--- src/mct_pkg.sv ---
/*
 * Package of the main clock, timebase and tone unit: register indices,
 * field layout, reset values, divider counts and the mode enumeration.
 * Assumes a single 10 MHz system clock that stands for the oscillator clock.
 */
package mct_pkg;
	// Register indices; the byte address on the bus is four times the index
	localparam logic [5:0] IDX_CCS      = 6'h2C;
	localparam logic [5:0] IDX_TONE     = 6'h2D;
	localparam logic [5:0] IDX_INT_STAT = 6'h2E;
	localparam logic [5:0] IDX_INT_MASK = 6'h2F;

	// Field positions
	localparam int CCS_CLKOUT_BIT = 7;
	localparam int CCS_FLAG_BIT   = 0;
	localparam int TONE_FIELD_MSB = 1;
	localparam int INT_TB_BIT     = 0;
	localparam int INT_WAKE_BIT   = 1;
	localparam int INT_BITS       = 2;

	// Reset values
	localparam logic [7:0]          CCS_RST  = 8'h00;
	localparam logic [7:0]          TONE_RST = 8'h00;
	localparam logic [INT_BITS-1:0] INT_RST  = 2'h0;

	// Timebase periods in oscillator cycles, per timebase field code
	localparam int unsigned TB_DIV0 = 16000;
	localparam int unsigned TB_DIV1 = 32000;
	localparam int unsigned TB_DIV2 = 80000;
	localparam int unsigned TB_DIV3 = 200000;

	// Tone frequencies, defined against an 8 MHz reference oscillator
	localparam int unsigned TONE_REF_HZ = 8000000;
	localparam int unsigned TONE_F1_HZ  = 2000;
	localparam int unsigned TONE_F2_HZ  = 1000;
	localparam int unsigned TONE_F3_HZ  = 500;
	localparam int unsigned TONE_HALF1  = TONE_REF_HZ / (2 * TONE_F1_HZ);
	localparam int unsigned TONE_HALF2  = TONE_REF_HZ / (2 * TONE_F2_HZ);
	localparam int unsigned TONE_HALF3  = TONE_REF_HZ / (2 * TONE_F3_HZ);

	// Control and status register layout
	typedef struct packed {
		logic       clock_out_select;
		logic [1:0] slow_divider_field;
		logic       slow_select;
		logic [1:0] timebase_field;
		logic       timebase_irq_enable;
		logic       timebase_flag;
	} mct_ccs_t;

	typedef enum logic [1:0] {
		MD_RUN,
		MD_ACTIVE_HALT,
		MD_HALT
	} mct_mode_t;
endpackage

--- src/mct_top.sv ---
/*
 * Main clock controller: slow-mode core clock divider, clock-out pin,
 * periodic timebase with flag and interrupt, tone generator, halt mode
 * selection, Avalon-MM register slave.
 * Assumes sys_clk_in is the oscillator clock; the CPU drives halt_exec_in,
 * wait_in and irq_mask_in on the same clock; ext_wake_in is asynchronous.
 */
// Implementation choice: register access over Avalon-MM.
`timescale 1ns/1ns
module mct_top
	import mct_pkg::*;
#(
	parameter int unsigned TB_PERIOD0 = TB_DIV0,
	parameter int unsigned TB_PERIOD1 = TB_DIV1,
	parameter int unsigned TB_PERIOD2 = TB_DIV2,
	parameter int unsigned TB_PERIOD3 = TB_DIV3,
	parameter int unsigned TONE_HALF_1 = TONE_HALF1,
	parameter int unsigned TONE_HALF_2 = TONE_HALF2,
	parameter int unsigned TONE_HALF_3 = TONE_HALF3
) (
	// Clock and reset
	input  wire logic        sys_clk_in,
	input  wire logic        rstn_in,
	// Avalon-MM slave
	input  wire logic [7:0]  avs_address_in,
	input  wire logic        avs_read_in,
	input  wire logic        avs_write_in,
	input  wire logic [31:0] avs_writedata_in,
	input  wire logic [3:0]  avs_byteenable_in,
	output logic [31:0]      avs_readdata_out,
	output logic             avs_waitrequest_out,
	// CPU power and interrupt status
	input  wire logic        halt_exec_in,
	input  wire logic        wait_in,
	input  wire logic        irq_mask_in,
	input  wire logic        ext_wake_in,
	// Clocks, pins and mode outputs
	output logic             core_tick_out,
	output logic             clock_out_pin_out,
	output logic             clock_out_pin_oe_out,
	output logic             tone_pin_out,
	output logic             tone_pin_oe_out,
	output logic             active_halt_out,
	output logic             halt_out,
	output logic             wake_out,
	output logic             irq_out
);
	localparam int TB_W = $clog2(TB_PERIOD3 + 1);
	localparam int TN_W = $clog2(TONE_HALF_3 + 1);

	if (TB_PERIOD0 < 2 || TB_PERIOD1 < TB_PERIOD0 || TB_PERIOD2 < TB_PERIOD1 ||
		TB_PERIOD3 < TB_PERIOD2) begin : g_tb_chk
		$error("Timebase periods must be at least 2 and ascending");
	end
	if (TONE_HALF_1 < 1 || TONE_HALF_2 < TONE_HALF_1 || TONE_HALF_3 < TONE_HALF_2) begin : g_tn_chk
		$error("Tone half periods must be at least 1 and ascending");
	end

	function automatic logic [TB_W-1:0] tb_last(input logic [1:0] code);
		case (code)
			2'd0:    tb_last = TB_W'(TB_PERIOD0 - 1);
			2'd1:    tb_last = TB_W'(TB_PERIOD1 - 1);
			2'd2:    tb_last = TB_W'(TB_PERIOD2 - 1);
			default: tb_last = TB_W'(TB_PERIOD3 - 1);
		endcase
	endfunction

	function automatic logic [3:0] div_last(input logic [1:0] code);
		div_last = 4'((5'h2 << code) - 5'h1);
	endfunction

	// Registers
	mct_ccs_t            ccs_r;
	logic [1:0]          tone_field_r;
	logic [INT_BITS-1:0] int_stat_r;
	logic [INT_BITS-1:0] int_mask_r;
	logic                wreq_r;
	logic [31:0]         rdata_r;
	mct_mode_t           mode_r;
	mct_mode_t           mode_nxt;
	logic [3:0]          div_cnt_r;
	logic                core_tick_r;
	logic                clkout_r;
	logic                clkout_oe_r;
	logic [TB_W-1:0]     tb_cnt_r;
	logic [1:0]          tb_sel_r;
	logic [TN_W-1:0]     tone_cnt_r;
	logic                tone_r;
	logic                tone_oe_r;
	logic                ah_r;
	logic                halt_r;
	logic                wake_r;
	logic                irq_r;
	logic                wake_meta_r;
	logic                wake_sync_r;

	// Bus decode
	wire logic [5:0] idx      = avs_address_in[7:2];
	wire logic       req      = avs_read_in | avs_write_in;
	wire logic       accept   = req & ~wreq_r;
	wire logic       running  = (mode_r == MD_RUN);
	wire logic       wr_ok    = accept & avs_write_in & avs_byteenable_in[0] & running;
	wire logic       wr_ccs   = wr_ok & (idx == IDX_CCS);
	wire logic       wr_tone  = wr_ok & (idx == IDX_TONE);
	wire logic       wr_stat  = wr_ok & (idx == IDX_INT_STAT);
	wire logic       wr_mask  = wr_ok & (idx == IDX_INT_MASK);
	wire logic       rd_clear = accept & avs_read_in & (idx == IDX_CCS) & running;
	wire logic [7:0] wbyte    = avs_writedata_in[7:0];

	// Read multiplexer; unmapped addresses read zero
	wire logic [7:0] rd_byte =
		(idx == IDX_CCS)      ? ccs_r :
		(idx == IDX_TONE)     ? {6'h0, tone_field_r} :
		(idx == IDX_INT_STAT) ? {6'h0, int_stat_r} :
		(idx == IDX_INT_MASK) ? {6'h0, int_mask_r} : 8'h00;

	// Timebase: runs except in full halt
	wire logic       tb_run  = (mode_r != MD_HALT);
	wire logic       tb_tick = tb_run & (tb_cnt_r == tb_last(tb_sel_r));

	// Core clock divider
	wire logic       div_hit  = (div_cnt_r == div_last(ccs_r.slow_divider_field));
	wire logic       core_nxt = running & (~ccs_r.slow_select | div_hit);

	// Tone divider
	wire logic [TN_W-1:0] tone_last =
		(tone_field_r == 2'd1) ? TN_W'(TONE_HALF_1 - 1) :
		(tone_field_r == 2'd2) ? TN_W'(TONE_HALF_2 - 1) : TN_W'(TONE_HALF_3 - 1);
	wire logic tone_on  = (tone_field_r != 2'd0);
	wire logic tone_hit = (tone_cnt_r == tone_last);

	// Interrupt events
	wire logic tb_event = tb_tick & ccs_r.timebase_irq_enable;
	wire logic wake_nxt = ((mode_r == MD_ACTIVE_HALT) & (tb_event | wake_sync_r)) |
		((mode_r == MD_HALT) & wake_sync_r) | (running & wait_in & tb_event);
	wire logic [INT_BITS-1:0] int_set = {wake_nxt, tb_event};
	wire logic [INT_BITS-1:0] int_clr = wr_stat ? wbyte[INT_BITS-1:0] : '0;
	wire logic [INT_BITS-1:0] int_stat_nxt = (int_stat_r & ~int_clr) | int_set;

	// Mode sequencing
	always_comb begin
		mode_nxt = mode_r;
		case (mode_r)
			MD_RUN: begin
				if (halt_exec_in) begin
					mode_nxt = ccs_r.timebase_irq_enable ? MD_ACTIVE_HALT : MD_HALT;
				end
			end
			MD_ACTIVE_HALT: begin
				if (tb_event | wake_sync_r) begin
					mode_nxt = MD_RUN;
				end
			end
			MD_HALT: begin
				if (wake_sync_r) begin
					mode_nxt = MD_RUN;
				end
			end
			default: mode_nxt = MD_RUN;
		endcase
	end

	// Wake source synchroniser
	always_ff @(posedge sys_clk_in) begin
		if (!rstn_in) begin
			wake_meta_r <= 1'b0;
			wake_sync_r <= 1'b0;
		end else begin
			wake_meta_r <= ext_wake_in;
			wake_sync_r <= wake_meta_r;
		end
	end

	// Bus handshake: one wait cycle, read data loaded as waitrequest drops
	always_ff @(posedge sys_clk_in) begin
		if (!rstn_in) begin
			wreq_r  <= 1'b1;
			rdata_r <= 32'h0000_0000;
		end else begin
			wreq_r <= ~(req & wreq_r);
			if (avs_read_in & wreq_r) begin
				rdata_r <= {24'h00_0000, rd_byte};
			end
		end
	end

	// Control registers; bus writes blocked outside run mode, timebase flag still set in active halt
	always_ff @(posedge sys_clk_in) begin
		if (!rstn_in) begin
			ccs_r        <= CCS_RST;
			tone_field_r <= TONE_RST[TONE_FIELD_MSB:0];
			int_mask_r   <= INT_RST;
		end else begin
			if (wr_ccs) begin
				ccs_r[7:1] <= wbyte[7:1];
			end
			// Hardware set wins over the read clear
			if (tb_tick) begin
				ccs_r.timebase_flag <= 1'b1;
			end else if (rd_clear) begin
				ccs_r.timebase_flag <= 1'b0;
			end
			if (wr_tone) begin
				tone_field_r <= wbyte[TONE_FIELD_MSB:0];
			end
			if (wr_mask) begin
				int_mask_r <= wbyte[INT_BITS-1:0];
			end
		end
	end

	// Interrupt status, mode and wake
	always_ff @(posedge sys_clk_in) begin
		if (!rstn_in) begin
			int_stat_r <= INT_RST;
			irq_r      <= 1'b0;
			mode_r     <= MD_RUN;
			ah_r       <= 1'b0;
			halt_r     <= 1'b0;
			wake_r     <= 1'b0;
		end else begin
			int_stat_r <= int_stat_nxt;
			irq_r      <= (|(int_stat_r & int_mask_r)) & ~irq_mask_in;
			mode_r     <= mode_nxt;
			ah_r       <= (mode_nxt == MD_ACTIVE_HALT);
			halt_r     <= (mode_nxt == MD_HALT);
			wake_r     <= wake_nxt;
		end
	end

	// Timebase counter; new selection loaded only at period end
	always_ff @(posedge sys_clk_in) begin
		if (!rstn_in) begin
			tb_cnt_r <= '0;
			tb_sel_r <= 2'd0;
		end else if (tb_tick) begin
			tb_cnt_r <= '0;
			tb_sel_r <= ccs_r.timebase_field;
		end else if (tb_run) begin
			tb_cnt_r <= tb_cnt_r + TB_W'(1);
		end
	end

	// Core clock and clock-out; clock-out toggles per core tick, so it runs at half core rate
	always_ff @(posedge sys_clk_in) begin
		if (!rstn_in) begin
			div_cnt_r   <= 4'h0;
			core_tick_r <= 1'b0;
			clkout_r    <= 1'b0;
			clkout_oe_r <= 1'b0;
		end else begin
			if (!running || div_hit || !ccs_r.slow_select) begin
				div_cnt_r <= 4'h0;
			end else begin
				div_cnt_r <= div_cnt_r + 4'h1;
			end
			core_tick_r <= core_nxt;
			clkout_oe_r <= ccs_r.clock_out_select;
			if (!ccs_r.clock_out_select) begin
				clkout_r <= 1'b0;
			end else if (core_nxt) begin
				clkout_r <= ~clkout_r;
			end
		end
	end

	// Tone generator; keeps running in active halt
	always_ff @(posedge sys_clk_in) begin
		if (!rstn_in) begin
			tone_cnt_r <= '0;
			tone_r     <= 1'b0;
			tone_oe_r  <= 1'b0;
		end else begin
			tone_oe_r <= tone_on;
			if (!tone_on) begin
				tone_cnt_r <= '0;
				tone_r     <= 1'b0;
			end else if (mode_r != MD_HALT) begin
				tone_cnt_r <= tone_hit ? '0 : tone_cnt_r + TN_W'(1);
				if (tone_hit) begin
					tone_r <= ~tone_r;
				end
			end
		end
	end

	assign avs_readdata_out     = rdata_r;
	assign avs_waitrequest_out  = wreq_r;
	assign core_tick_out        = core_tick_r;
	assign clock_out_pin_out    = clkout_r;
	assign clock_out_pin_oe_out = clkout_oe_r;
	assign tone_pin_out         = tone_r;
	assign tone_pin_oe_out      = tone_oe_r;
	assign active_halt_out      = ah_r;
	assign halt_out             = halt_r;
	assign wake_out             = wake_r;
	assign irq_out              = irq_r;

	// Checking helpers: spacing of core ticks and timebase expiries
	logic [3:0]      gap_r;
	logic            gap_ok_r;
	logic [TB_W-1:0] tb_gap_r;
	logic            tb_seen_r;
	always_ff @(posedge sys_clk_in) begin
		if (!rstn_in) begin
			gap_r     <= 4'h0;
			gap_ok_r  <= 1'b0;
			tb_gap_r  <= '0;
			tb_seen_r <= 1'b0;
		end else begin
			gap_r     <= core_tick_r ? 4'h0 : gap_r + 4'h1;
			gap_ok_r  <= (core_tick_r | gap_ok_r) & ~wr_ccs & running;
			tb_gap_r  <= tb_tick ? '0 : tb_gap_r + TB_W'(1);
			tb_seen_r <= (tb_tick | tb_seen_r) & tb_run;
		end
	end
endmodule

--- config.mk ---
export PLATFORM = sky130hd
export DESIGN_NAME = mct_top
export DESIGN_NICKNAME = d
export VERILOG_FILES = /design/src/mct_pkg.sv /design/src/mct_top.sv
export SDC_FILE = /design/constraint.sdc
export NUM_CORES = 1
export LEC_CHECK = 0
export ABC_AREA = 0
export BUFFER_PORTS_ARGS = -buffer_cell sky130_fd_sc_hd__buf_2
export CAP_MARGIN = 20
export CORE_UTILIZATION = 37
export DETAILED_ROUTE_END_ITERATION = 7
export MAX_ROUTING_LAYER = met4
export PLACE_DENSITY = 0.69
export SETUP_SLACK_MARGIN = 0.1
export SLEW_MARGIN = 25
export SYNTH_ARGS = -nofsm -noshare
export SYNTH_HDL_FRONTEND = slang
export SYNTH_SLANG_ARGS = --single-unit
export TNS_END_PERCENT = 20
--- constraint.sdc ---
create_clock -name sys_clk_in -period 5.64 [get_ports sys_clk_in]
set_input_delay 0 -clock sys_clk_in [delete_from_list [all_inputs] [get_ports sys_clk_in]]
set_output_delay 0 -clock sys_clk_in [all_outputs]
set_load 0.005 [all_outputs]
==> results.py <==
metrics = {
    "outcome": {
        "status": "finished clean",
    },
    "sta": {
        "max_freq_ghz": 0.377,
        "slew_viol_final": 0,
        "setup_viol": 0,
        "hold_violations": 0,
        "holdWs_ns": 0.0366,
        "worst_pin_slew_ns": 0.822,
        "fin_skew_ns": 0.00986,
        "relSlewSlack_pct": 45.0,
        "layout_min_cycle_time_ns": 2.65,
        "worst_slack_ns": 2.99,
        "post-route-period-util_pct": 47.1,
        "finalSetupTns_ns": 0,
        "rsz0062_at_grt": "false",
    },
    "detailed_routing": {
        "ant_nets": 0,
        "vias": 2812,
        "viasPerCell": 4.83,
        "drc": 0,
        "drtIter0Drc": 69,
        "dr.pass1.iters": 4,
        "totalWireLength_um": 7100,
        "wl_per_cell_um": 12.2,
    },
    "setup_path": {
        "critPathCaptureType": "flip-flop",
        "path_max_fanout": 15,
        "max_stage_delay_ns": 0.90,
        "cp.required_ns": 5.84,
        "crit_chain": "nand2b_1, nand4_2, o41ai_4, nor2_1",
        "reg2reg_from": "mode_r[0]",
        "worst-setup-path-type": "flip-flop to flip-flop",
        "critPathLaunch": "mode_r[0]",
        "path_buf_inv": 0,
        "cp.arrival_ns": 2.85,
        "crit_slowest_cell": "o41ai_4",
        "cp_top_family": "simple AND/OR/NAND/NOR gates",
        "worstSetupStartpointType": "flip-flop",
    },
    "synth": {
        "synthDominantCellAreaShare_pct": 40.4,
        "synthTopCellsByArea": "dfxtp_1 (40%), xnor2_1 (5.6%), buf_4 (5.2%)",
        "netlist_instances": 399,
        "synth.area.mux_share_pct": 5.60,
        "synthAdderAreaFrac_pct": 1.73,
        "synth_area_per_cell_um2": 9.07,
        "synthesis.area_mm2": 0.00362,
        "post-synth-top-count-cell": "dfxtp_1",
        "synth_top_family_by_area": "simple AND/OR/NAND/NOR gates",
        "yosys_warnings": 0,
        "yosysSeqAreaShare_pct": 40.4,
        "yosys.cell_types.count": 56,
        "synth-compound-area-share_pct": 10.6,
        "yosys.area.top_type": "dfxtp_1",
        "synth-edff-count": 0,
        "synth-main-ff-cell": "dfxtp_1",
        "async_flop_share_pct": 0,
        "yosys.area_share.simple_pct": 25.4,
        "synth_xor_area_share_pct": 7.75,
        "netlist_top_cells_count": "dfxtp_1 (73), nor2_1 (49), nand2_1 (28)",
        "synth_seq_cells": 73,
    },
    "die": {
        "dieHeight_um": 101,
        "die_x_um": 101,
        "core_mm2": 0.00937,
        "start_util_pct": 38.6,
        "rows": 35,
        "die-area_mm2": 0.0102,
        "num_io_pins": 94,
    },
    "pwr": {
        "p_int_mw": 0.808,
        "seq_power_share_pct": 50.8,
        "p_leak_nw": 1.59,
        "p_per_area_mw_per_mm2": 250,
        "clkPwrFrac_pct": 43.3,
        "netSwitchingFraction_pct": 22.3,
        "switchingPower_mw": 0.233,
        "ir_drop_mv": 0.139,
        "power_frac_comb_pct": 5.8,
    },
    "min_path": {
        "holdCritPathClass": "input port to flip-flop",
        "worstHoldStart": "avs_read_in",
    },
    "clock_tree": {
        "h-tree-depth": 3,
        "clkSlewWorstSetupHoldPaths_ns": 0.08,
        "clk_latency_ns": 0.35,
        "post_cts_resize_count": 0,
        "cts_sinks": 73,
        "post_cts_buffers": 0,
        "cts_tree": "yes",
        "cts.path.max_buffers": 2,
        "cts.hold.buffers_added": 13,
        "cts_root_buf": "clkbuf_8",
        "cts_buffers": 9,
    },
    "grt": {
        "grt_pass1_vias": 2677,
        "grt_pass1_wl_um": 11800,
        "gr-total-overflow": 0,
        "antenna_found_initial": 0,
        "grt_start_max_net_pins": 45,
        "track_usage_pct": 15.3,
    },
    "placement": {
        "dp_hpwl_um": 4940,
        "place.gp.congestion": 0.817,
        "dp_slack_ns": 2.96,
        "io_buffers": 40,
    },
    "layout": {
        "area_growth_pct": 15.2,
        "multi_input_comb_area_mm2": 0.00194,
        "drive_gt1_share_pct": 15.2,
        "nNetsFinal": 506,
        "nFillCells": 921,
        "register_area_mm2": 0.00146,
        "fin_util_pct": 44.5,
        "antenna_cells": 0,
    },
    "run": {
        "maxCapViolations": 0,
    },
}
-- cells by family after synthesis --
| logic type | after synthesis |
|---|---|
| other | 1 |
| buffers and inverters | 53 |
| AND/OR/NAND/NOR | 173 |
| multiplexers | 20 |
| AO/OA/AOI/OAI | 42 |
| flip-flops | 73 |
| XOR/XNOR | 32 |
| adder cells (fa/ha/maj) | 5 |
-- path summary, 6_finish.rpt --
kind,endpoint,slack (ns),depth (start not counted)
worst min-delay path,ccs_r[0],0.04,3
worst max register to register,tb_cnt_r[14],2.99,4
worst min register to register,wake_sync_r,0.45,1
worst max-delay path,tb_cnt_r[14],2.99,4
-- metrics by stage --
stage / cells / power (mW) / instance area, um^2
floorplan: 422 / 0.587 / 3700
global placement: 554 / 0.592 / 3820
detailed placement: 554 / 0.594 / 3820
CTS: 582 / 1.05 / 4170
global route: 582 / 1.08 / 4170
finish: 582 / 1.04 / 4170
-- per-layer routing --
layer	up-vias	routed length, um	GRT usage, %
met3	13	253	3.81
met4	0	102	6.35
met2	53	3440	25.0
met1	1315	3300	17.9
met5	-	0	-
li1	1431	-	-
-- power groups by stage --
stage               sequential, mW  combinational (mW)  clock [mW]
detailed placement           0.542              0.0528           0
global placement             0.541              0.0513           0
finish                       0.529              0.0606       0.451
floorplan                    0.539              0.0474           0
global route                 0.530              0.0683       0.481
CTS                          0.530              0.0600       0.460
-- registers in the layout (all words and copies together), names as in the netlist --
signal and cells:
active_halt_out 1, avs_readdata_out 8, avs_waitrequest_out 1, ccs_r 8, clock_out_pin_oe_out 1, clock_out_pin_out 1, core_tick_out 1, div_cnt_r 4
halt_out 1, int_mask_r 2, int_stat_r 2, irq_out 1, mode_r 2, tb_cnt_r 18, tb_sel_r 2, tone_cnt_r 13
tone_field_r 2, tone_pin_oe_out 1, tone_pin_out 1, wake_meta_r 1, wake_out 1, wake_sync_r 1
-- cells in the final DEF (no fill, tap or decap), drive strengths merged, types with 16 or more instances in the layout --
| cell | Yosys | routed |
|---|---|---|
| dfxtp | 73 | 73 |
| nor2 | 50 | 50 |
| conb | 1 | 24 |
| inv | 16 | 16 |
| buf | 30 | 40 |
| xnor2 | 23 | 23 |
| mux2i | 18 | 18 |
| nand2 | 28 | 28 |
-- area by class of cell --
class                      count  share of cell area, %
clock buffer                  10                   3.30
clock inverter                 5                   1.92
inverter                      16                   1.44
multi-input combinational    296                   46.5
sequential                    73                   35.0
tap                          129                   3.87
timing repair buffer          53                   7.92
-- worst reg2reg max path, cell delays in order, from the launching register on --
cell and delay (ns):
dfxtp_1 0.50, nand2b_1 0.54, nand4_2 0.45, o41ai_4 0.90
nor2_1 0.12
Note: power is estimated with default switching activity, not from simulation.
